## src/dcs_cfg.svh

```systemverilog
// register offsets, reset words and write masks for the channel scheduler config block
`ifndef DCS_CFG_SVH
`define DCS_CFG_SVH

// ==========================================================
// register offsets (dword access)
`define DCS_OFS_WRITE_QUEUE_THRESHOLDS 8'hb4
`define DCS_OFS_SCHEDULER_CONTROL      8'hb8
`define DCS_OFS_MAINTENANCE_INTERVAL   8'hbc
`define DCS_OFS_TX_CROSSING_RATIOS     8'hc0

// ==========================================================
// reset words
`define DCS_RST_WRITE_QUEUE_THRESHOLDS 32'h0dff_fed6
`define DCS_RST_SCHEDULER_CONTROL      32'h0000_11c0
`define DCS_RST_MAINTENANCE_INTERVAL   32'h0000_0000
`define DCS_RST_TX_CROSSING_RATIOS     32'h0002_0104

// ==========================================================
// writable bits; reserved bits read as zero
`define DCS_MSK_WRITE_QUEUE_THRESHOLDS 32'h3fff_ffff
`define DCS_MSK_SCHEDULER_CONTROL      32'h0000_1fef
`define DCS_MSK_MAINTENANCE_INTERVAL   32'h0000_1fff
`define DCS_MSK_TX_CROSSING_RATIOS     32'h00ff_ffff

// ==========================================================
// field values with special meaning
`define DCS_UNDERFILL_OFF              5'h1f
`define DCS_PRIO_LOW_BITS              5'h1f

`endif

```

## src/dcs_pkg.sv

```systemverilog
// types shared by the channel scheduler config block
package dcs_pkg;

    // ==========================================================
    // register layouts
    typedef struct packed {
        logic [1:0] rsvd;
        logic [4:0] write_side_early_cas_limit;
        logic [4:0] underfill_priority_limit;
        logic [4:0] realtime_write_mode_exit_level;
        logic [4:0] realtime_write_mode_entry_level;
        logic [4:0] write_mode_entry_level;
        logic [4:0] write_mode_exit_level;
    } dcs_wq_thr_t;

    typedef struct packed {
        logic [18:0] rsvd_hi;
        logic        select_on_clock_enable_change;
        logic        command_float;
        logic [4:0]  read_side_early_cas_limit;
        logic        no_realtime_buffer_credit_hold;
        logic        rsvd_lo;
        logic        two_cycle_command_timing;
        logic [2:0]  priority_timeout_upper_bits;
    } dcs_sched_t;

    typedef struct packed {
        logic [18:0] rsvd;
        logic [12:0] maintenance_interval_value;
    } dcs_maint_t;

    typedef struct packed {
        logic [7:0] rsvd;
        logic [7:0] offset;
        logic [7:0] dram_clock_multiple;
        logic [7:0] core_clock_multiple;
    } dcs_tx_t;

    // ==========================================================
    // write-major mode states
    typedef enum logic {
        DCS_NORMAL,
        DCS_WRITE_MAJOR
    } dcs_mode_t;

endpackage : dcs_pkg

```

## src/dcs_channel_config.sv

```systemverilog
// channel scheduler configuration registers and the decisions they steer
// Behaviour
// - enter write-major mode when queued writes exceed the entry level
// - leave write-major mode when queued writes drop below the exit level
// - with a read pending, enter when writes exceed the realtime entry level
// - with a read pending, exit when writes drop below the realtime exit level
// - underfill priority raised above its limit; limit 31 disables the boost
// - medium-low reads may not early-CAS writes above the write-side limit
// - medium-low reads may early-CAS writes above the read-side limit
// - when enabled, assert chip select on clock enable transitions
// - when enabled, float address and command lines while idle
// - when set, hold no read buffer credits for realtime traffic
// - command timing is 2N when set, 1N when clear
// - priority timeout field gives upper three bits of the 8-bit counter limit, low five bits all ones
// - maintenance interval value loads the maintenance counter pacing calibration
// - transmit crossing core clock multiple, 8 bits, reset 4
// - transmit crossing dram clock multiple, 8 bits, reset 1
// - transmit crossing offset, 8 bits, reset 2, positions command launch
`timescale 1ns/100ps
`include "dcs_cfg.svh"

module dcs_channel_config #(
    parameter int COUNT_W = 6
) (
    input  wire logic               ref_clk,
    input  wire logic               resetn,
    input  wire logic [7:0]         reg_addr,
    input  wire logic               reg_wr,
    input  wire logic               reg_rd,
    input  wire logic [31:0]        reg_wdata,
    output logic [31:0]             reg_rdata,
    output logic                    reg_rvalid,
    input  wire logic [COUNT_W-1:0] wq_count,
    input  wire logic               read_pending,
    input  wire logic               cke_change,
    input  wire logic               cmd_issue,
    input  wire logic               prio_wait,
    output logic                    write_major,
    output logic                    underfill_boost,
    output logic                    early_cas_allowed,
    output logic                    select_assert,
    output logic                    cmd_float,
    output logic                    no_realtime_buffer_credit_hold,
    output logic                    two_cycle_command_timing,
    output logic                    prio_timeout,
    output logic                    maintenance_tick,
    output logic                    tx_launch,
    output dcs_pkg::dcs_tx_t        tx_cfg
);

    // ==========================================================
    // helpers: compare the queue count with a 5-bit level
    // a COUNT_W below 5 would cut the levels, so keep the count at least 5 bits wide
    function automatic logic above(input logic [COUNT_W-1:0] cnt, input logic [4:0] lvl);
        above = cnt > COUNT_W'(lvl);
    endfunction : above

    function automatic logic below(input logic [COUNT_W-1:0] cnt, input logic [4:0] lvl);
        below = cnt < COUNT_W'(lvl);
    endfunction : below

    // ==========================================================
    // register storage
    dcs_pkg::dcs_wq_thr_t wq_thr;
    dcs_pkg::dcs_sched_t  sched;
    dcs_pkg::dcs_maint_t  maint;
    dcs_pkg::dcs_tx_t     tx;

    // address decode
    wire logic hit_wq    = reg_addr == `DCS_OFS_WRITE_QUEUE_THRESHOLDS;
    wire logic hit_sched = reg_addr == `DCS_OFS_SCHEDULER_CONTROL;
    wire logic hit_maint = reg_addr == `DCS_OFS_MAINTENANCE_INTERVAL;
    wire logic hit_tx    = reg_addr == `DCS_OFS_TX_CROSSING_RATIOS;

    // read mux; unmapped offsets read as zero
    wire logic [31:0] rd_mux =
        hit_wq    ? 32'(wq_thr) :
        hit_sched ? 32'(sched)  :
        hit_maint ? 32'(maint)  :
        hit_tx    ? 32'(tx)     : 32'h0000_0000;

    // write enables; a strobe to an unmapped offset is simply ignored
    wire logic wr_wq    = reg_wr && hit_wq;
    wire logic wr_sched = reg_wr && hit_sched;
    wire logic wr_maint = reg_wr && hit_maint;
    wire logic wr_tx    = reg_wr && hit_tx;

    // threshold word; reserved top bits are masked so they read zero
    always_ff @(posedge ref_clk or negedge resetn)
    begin
        if (!resetn)
            wq_thr <= `DCS_RST_WRITE_QUEUE_THRESHOLDS;
        else if (wr_wq)
            wq_thr <= reg_wdata & `DCS_MSK_WRITE_QUEUE_THRESHOLDS;
    end

    // scheduler word; the reserved bit between credit hold and 2N stays zero
    always_ff @(posedge ref_clk or negedge resetn)
    begin
        if (!resetn)
            sched <= `DCS_RST_SCHEDULER_CONTROL;
        else if (wr_sched)
            sched <= reg_wdata & `DCS_MSK_SCHEDULER_CONTROL;
    end

    // maintenance interval; only the low 13 bits hold state
    always_ff @(posedge ref_clk or negedge resetn)
    begin
        if (!resetn)
            maint <= `DCS_RST_MAINTENANCE_INTERVAL;
        else if (wr_maint)
            maint <= reg_wdata & `DCS_MSK_MAINTENANCE_INTERVAL;
    end

    // crossing ratios and offset; the top byte is reserved
    always_ff @(posedge ref_clk or negedge resetn)
    begin
        if (!resetn)
            tx <= `DCS_RST_TX_CROSSING_RATIOS;
        else if (wr_tx)
            tx <= reg_wdata & `DCS_MSK_TX_CROSSING_RATIOS;
    end

    // read data returns one cycle after the strobe
    always_ff @(posedge ref_clk or negedge resetn)
    begin
        if (!resetn)
        begin
            reg_rdata  <= 32'h0000_0000;
            reg_rvalid <= 1'b0;
        end
        else
        begin
            reg_rvalid <= reg_rd;
            if (reg_rd)
                reg_rdata <= rd_mux;
        end
    end

    // ==========================================================
    // write-major mode
    dcs_pkg::dcs_mode_t mode;
    dcs_pkg::dcs_mode_t next_mode;

    wire logic enter_hit = read_pending
        ? above(wq_count, wq_thr.realtime_write_mode_entry_level)
        : above(wq_count, wq_thr.write_mode_entry_level);   // plain entry
    wire logic exit_hit = read_pending
        ? below(wq_count, wq_thr.realtime_write_mode_exit_level)
        : below(wq_count, wq_thr.write_mode_exit_level);    // plain exit

    always_comb
    begin
        next_mode = mode;
        case (mode)
            dcs_pkg::DCS_NORMAL:
                if (enter_hit)
                    next_mode = dcs_pkg::DCS_WRITE_MAJOR;
            dcs_pkg::DCS_WRITE_MAJOR:
                if (exit_hit)
                    next_mode = dcs_pkg::DCS_NORMAL;
            default:
                next_mode = dcs_pkg::DCS_NORMAL;
        endcase
    end

    always_ff @(posedge ref_clk or negedge resetn)
    begin
        if (!resetn)
            mode <= dcs_pkg::DCS_NORMAL;
        else
            mode <= next_mode;
    end

    assign write_major = mode == dcs_pkg::DCS_WRITE_MAJOR;

    // ==========================================================
    // scheduler priority decisions
    // limit of 31 switches the boost off
    wire logic next_boost = (wq_thr.underfill_priority_limit != `DCS_UNDERFILL_OFF)
                            && above(wq_count, wq_thr.underfill_priority_limit);
    // read side permits, write side forbids; forbid wins
    wire logic next_early_cas = above(wq_count, sched.read_side_early_cas_limit)
                                && !above(wq_count, wq_thr.write_side_early_cas_limit);

    // registered so the scheduler sees glitch-free decisions
    always_ff @(posedge ref_clk or negedge resetn)
    begin
        if (!resetn)
        begin
            underfill_boost   <= 1'b0;
            early_cas_allowed <= 1'b0;
        end
        else
        begin
            underfill_boost   <= next_boost;
            early_cas_allowed <= next_early_cas;
        end
    end

    // ==========================================================
    // command pin behaviour
    always_ff @(posedge ref_clk or negedge resetn)
    begin
        if (!resetn)
        begin
            select_assert <= 1'b0;
            cmd_float     <= 1'b0;
        end
        else
        begin
            // chip select on power-down or self-refresh transitions
            select_assert <= cke_change && sched.select_on_clock_enable_change;
            // float only when idle; not advised for registered modules
            cmd_float     <= sched.command_float && !cmd_issue;
        end
    end

    assign no_realtime_buffer_credit_hold = sched.no_realtime_buffer_credit_hold;
    // 2N when set, 1N when clear
    assign two_cycle_command_timing = sched.two_cycle_command_timing;

    // ==========================================================
    // priority timeout counter
    logic [7:0] prio_cnt;
    // field forms the top three bits of the 8-bit limit
    wire logic [7:0] prio_limit = {sched.priority_timeout_upper_bits, `DCS_PRIO_LOW_BITS};
    wire logic       prio_hit   = prio_wait && (prio_cnt == prio_limit);

    // counts only while a request waits; restarts after each timeout
    always_ff @(posedge ref_clk or negedge resetn)
    begin
        if (!resetn)
        begin
            prio_cnt     <= 8'h00;
            prio_timeout <= 1'b0;
        end
        else
        begin
            prio_timeout <= prio_hit;
            if (!prio_wait || prio_hit)
                prio_cnt <= 8'h00;
            else
                prio_cnt <= prio_cnt + 8'h01;
        end
    end

    // ==========================================================
    // maintenance interval counter
    logic [12:0] maint_cnt;
    wire  logic  maint_on  = maint.maintenance_interval_value != 13'h0000;
    wire  logic  maint_exp = maint_on && (maint_cnt == 13'h0000);

    // loads the programmed interval; reload on expiry, zero idles
    always_ff @(posedge ref_clk or negedge resetn)
    begin
        if (!resetn)
        begin
            maint_cnt        <= 13'h0000;
            maintenance_tick <= 1'b0;
        end
        else
        begin
            maintenance_tick <= maint_exp;
            if (!maint_on || maint_exp)
                maint_cnt <= maint.maintenance_interval_value;
            else
                maint_cnt <= maint_cnt - 13'h0001;
        end
    end

    // ==========================================================
    // transmit crossing launch phase
    logic [7:0] tx_phase;
    // phase wraps at the core clock multiple; zero treated as one
    wire logic [7:0] tx_last = (tx.core_clock_multiple == 8'h00)
                               ? 8'h00 : tx.core_clock_multiple - 8'h01;
    wire logic       tx_wrap = tx_phase >= tx_last;

    // launch slot sits at the offset; software keeps it below the multiple
    always_ff @(posedge ref_clk or negedge resetn)
    begin
        if (!resetn)
        begin
            tx_phase  <= 8'h00;
            tx_launch <= 1'b0;
        end
        else
        begin
            tx_launch <= tx_phase == tx.offset;
            tx_phase  <= tx_wrap ? 8'h00 : tx_phase + 8'h01;
        end
    end

    // dram multiple passed to the crossing with the other settings
    assign tx_cfg = tx;

endmodule : dcs_channel_config

```

## config.mk

```make
export PLATFORM = sky130hd
export DESIGN_NAME = dcs_channel_config
export DESIGN_NICKNAME = d
export VERILOG_FILES = /design/src/dcs_pkg.sv /design/src/dcs_channel_config.sv
export VERILOG_INCLUDE_DIRS = /design/src
export SDC_FILE = /design/constraint.sdc
export NUM_CORES = 1
export LEC_CHECK = 0
export BUFFER_PORTS_ARGS = -buffer_cell sky130_fd_sc_hd__buf_2
export CAP_MARGIN = 30
export CORE_ASPECT_RATIO = 1.5
export CORE_MARGIN = 3
export CORE_UTILIZATION = 50
export CTS_CLUSTER_SIZE = 25
export DETAILED_ROUTE_END_ITERATION = 10
export GPL_ROUTABILITY_DRIVEN = 0
export PLACE_DENSITY_LB_ADDON = 0.25
export SYNTH_ARGS = -nofsm -noshare
export SYNTH_HDL_FRONTEND = slang
export SYNTH_SLANG_ARGS = --single-unit
```

## constraint.sdc

```tcl
create_clock -name ref_clk -period 2.81 [get_ports ref_clk]
set_input_delay 0.1405 -clock ref_clk [delete_from_list [all_inputs] [get_ports ref_clk]]
set_output_delay 0.1405 -clock ref_clk [all_outputs]
set_load 0.005 [all_outputs]
```

==> run_results.csv <==
group,metric,value,unit
power,power.density,638.8,nW/um^2
clock_tree,cts.sinks,147,
setup_path,max_stage_delay,0.45,ns
power,peakVddDrop,0.3793,mV
setup_path,path_max_fanout,8,
outcome,run_status,"finished, final reports clean",
layout,regArea,3716,um^2
power,p_clk_frac,0.381,
sta,fmax,0.3815,GHz
layout,num-fill-cells,1277,
clock_tree,clockBufferDepth,2,
layout,layout-drive-gt1-share,0.3299,
global_route,grtUsageTotal,0.2399,
sta,final-setup-viol-count,0,
synthesis,synth_edf_count,0,
power,intPower,4.203,mW
synthesis,ys_types,53,
sta,relSlewSlack,0.5211,
power,seq_power_share,0.428,
sta,finClkSkew,0.009580,ns
clock_tree,htree_levels,4,
placed_design,hpwl,14370,um
detailed_routing,dr_total_vias,5847,
placed_design,place_area,8517,um^2
floorplanning,start_util,0.5098,
synthesis,synth_flop_cell,"dfrtp_1",
placed_design,io_buffers,116,
global_route,grt_overflow,0,
global_route,grt_max_degree,62,
layout,final_area,9338,um^2
setup_path,required,3.16,ns
synthesis,synth-seq-area-share,0.4814,
synthesis,ys_ff_latch,147,
sta,hold_slack,0.003610,ns
setup_path,path_cells,"inv_1, ha_2, nand2_1, or4_1, and2_1, ha_1, nand2b_1, a21o_1, a211oi_2, o31ai_4, nor2_1",
setup_path,cpLargestDelayFamily,"simple AND/OR/NAND/NOR gates",
synthesis,async_flop_share,1.000,
job,cap_violations,0,
synthesis,syn_area,7719,um^2
synthesis,yosysMostFrequentCell,"dfrtp_1",
synthesis,synthTopCellsByCount,"dfrtp_1 (117), inv_1 (59), nor2_1 (59), a21oi_1 (54), mux2_2 (54)",
layout,fin_nets,953,
setup_path,crit_arrival,2.97,ns
floorplanning,dieWidth,107.4,um
detailed_routing,drtIter0Drc,287,
global_route,grt_pass1_vias,6188,
synthesis,post-synth-top-area-cell,"dfrtp_1",
layout,antenna_cells,0,
synthesis,synth_fa_ha_area_frac,0.07295,
clock_tree,cts_tree,"yes",
sta,fin_crit_sh,0.9328,
hold_path,hp-class,"in2reg",
power,pwr-share-comb,0.191,
detailed_routing,detail_route.wl_per_cell,18.12,um
clock_tree,worstSkewPairLatency,0.42,ns
setup_path,cp-start-kind,"register",
synthesis,syn_inst,709,
detailed_routing,drt_pass1_iterations,4,
clock_tree,cts-root-buf,"clkbuf_16",
setup_path,crit_slowest_cell,"or4_1",
synthesis,yosys_warnings,0,
sta,period_minus_slack,2.621,ns
detailed_routing,ant_nets,0,
global_route,antenna_found_initial,0,
clock_tree,clk_pin_slew,0.06,ns
synthesis,synth_top_family_by_area,"multiplexers",
layout,area_growth_syn_to_layout,20.98,%
sta,rsz0062_at_grt,"no",
floorplanning,fp.coreArea,15140,um^2
sta,tightestPinTransition,0.7183,ns
placed_design,pre_cts_slack,-0.2003,ns
setup_path,end_kind,"register",
synthesis,yosys.area_share.simple,0.1157,
synthesis,synth_area_per_cell,10.89,um^2
setup_path,crit_buf_inv,1,
detailed_routing,totalWireLength,19320,um
synthesis,synth_xor_xnor_area_share,0.03858,
layout,multiInputGateArea,3598,um^2
clock_tree,cts-buffers-inserted,17,
synthesis,synth_compound_area_frac,0.09937,
sta,hold_viol_final,0,
detailed_routing,via_per_inst,5.485,
power,p_leak,4.555,nW
power,p_sw_frac,0.2954,
global_route,grt_pass1_wl,31810,um
floorplanning,chipHeight,158.2,um
sta,worst_slack,0.1889,ns
floorplanning,ios,129,
detailed_routing,drc,0,
synthesis,synthTopCellsByArea,"dfrtp_1 (38%), dfstp_2 (10%), mux2_2 (7.9%)",
synthesis,muxShareOfSynthArea,0.1308,
setup_path,crit_type,"reg2reg",
floorplanning,dieArea,16990,um^2
synthesis,synth_top_area_frac,0.3793,
sta,slew_viol_final,0,
clock_tree,post_cts_buffers,0,
power,p_sw,1.762,mW
floorplanning,rows,55,
==> worst paths after layout <==
kind                            endpoint  cells after the start    startpoint  slack [ns]
setup / recovery             tx_phase[7]                     11     tx_cfg[0]        0.19
hold / removal                  sched[9]                      2  reg_wdata[9]       0.004
setup reg to reg             tx_phase[7]                     11     tx_cfg[0]        0.19
hold reg to reg              write_major                      1   write_major        0.51
max in group asynchronous     wq_thr[22]                      3        resetn        1.64
min in group asynchronous  reg_rdata[26]                      2        resetn        0.25
==> worst reg2reg max path: stages, from the launching register on <==
cell and delay [ns]:
dfrtp_1 0.37, inv_1 0.09, ha_2 0.22, nand2_1 0.08, or4_1 0.45, and2_1 0.19
ha_1 0.26, nand2b_1 0.14, a21o_1 0.19, a211oi_2 0.29, o31ai_4 0.15, nor2_1 0.13
==> layout make-up <==
| type | count | area share |
|---|---|---|
| Sequential cell | 147 | 0.3980 |
| Multi-Input combinational cell | 473 | 0.3854 |
| Timing Repair Buffer | 156 | 0.1030 |
| Clock buffer | 18 | 0.04703 |
| Tap cell | 199 | 0.02666 |
| Inverter | 59 | 0.02372 |
| Clock inverter | 14 | 0.01621 |
==> sequential cells by signal, indices dropped and copies added, names as in the netlist, 3 cells and up <==
name / count
maint: 13
maint_cnt: 13
prio_cnt: 8
prio_limit: 3
reg_rdata: 30
sched: 7
tx_cfg: 24
tx_phase: 8
wq_thr: 30
==> layout by cell type (no fill, tap or decap), types with 11 or more instances in the layout <==
cell             n
nand2_1         20
xor2_1          16
a21oi_1         53
mux2_4          21
a22oi_1         11
ha_1            44
nor2_1          59
clkbuf_16       17
dfstp_2         30
inv_1           59
xnor2_1         18
mux2_2          54
buf_2          115
nor3_1          18
o22ai_1         15
dlygate4sd3_1   20
dfrtp_1        117
buf_4           18
nand3_1         26
o21ai_0         24
==> timing repair <==
item,4_1_cts,5_1_grt
endpoints found under the setup margin,8,8
hold endpoints to repair,78,0
hold buffers,20,0
resized for setup,3,3
==> power by group through the flow <==
stage / Clock (mW) / Sequential [mW] / Combinational [mW]
floorplan: 0 / 2.53 / 0.760
global placement: 0 / 2.56 / 1.01
detailed placement: 0 / 2.58 / 1.07
CTS: 2.30 / 2.55 / 1.15
global route: 2.40 / 2.58 / 1.29
finish: 2.27 / 2.55 / 1.14
==> stage by stage <==
step           total power [mW]  instances  utilization  TNS (ns)
5_1_grt                   6.266       1066       0.6168         0
3_5_place_dp              3.657       1014       0.5626    -1.446
6_report                  5.965       1066       0.6168         0
2_1_floorplan             3.291        718            -         0
3_3_place_gp              3.573       1014       0.5626   -0.4868
4_1_cts                   5.998       1066       0.6160         0
==> layer usage <==
layer | vias up | global-route usage | part of all wire
met1 | 2902 | 0.2768 | 0.40
li1 | 2761 | - | -
met2 | 153 | 0.4437 | 0.54
met5 | - | 0 | 0
met4 | 0 | 0.09446 | 0.026
met3 | 31 | 0.03590 | 0.039
==> logic make-up after synthesis <==
group                    after synthesis
AO/OA/AOI/OAI                        129
XOR/XNOR                              34
adder cells (fa/ha/maj)               45
buffers and inverters                 98
flip-flops                           147
multiplexers                          83
other                                  1
AND/OR/NAND/NOR                      172
Power figures use the tool's default switching activity.
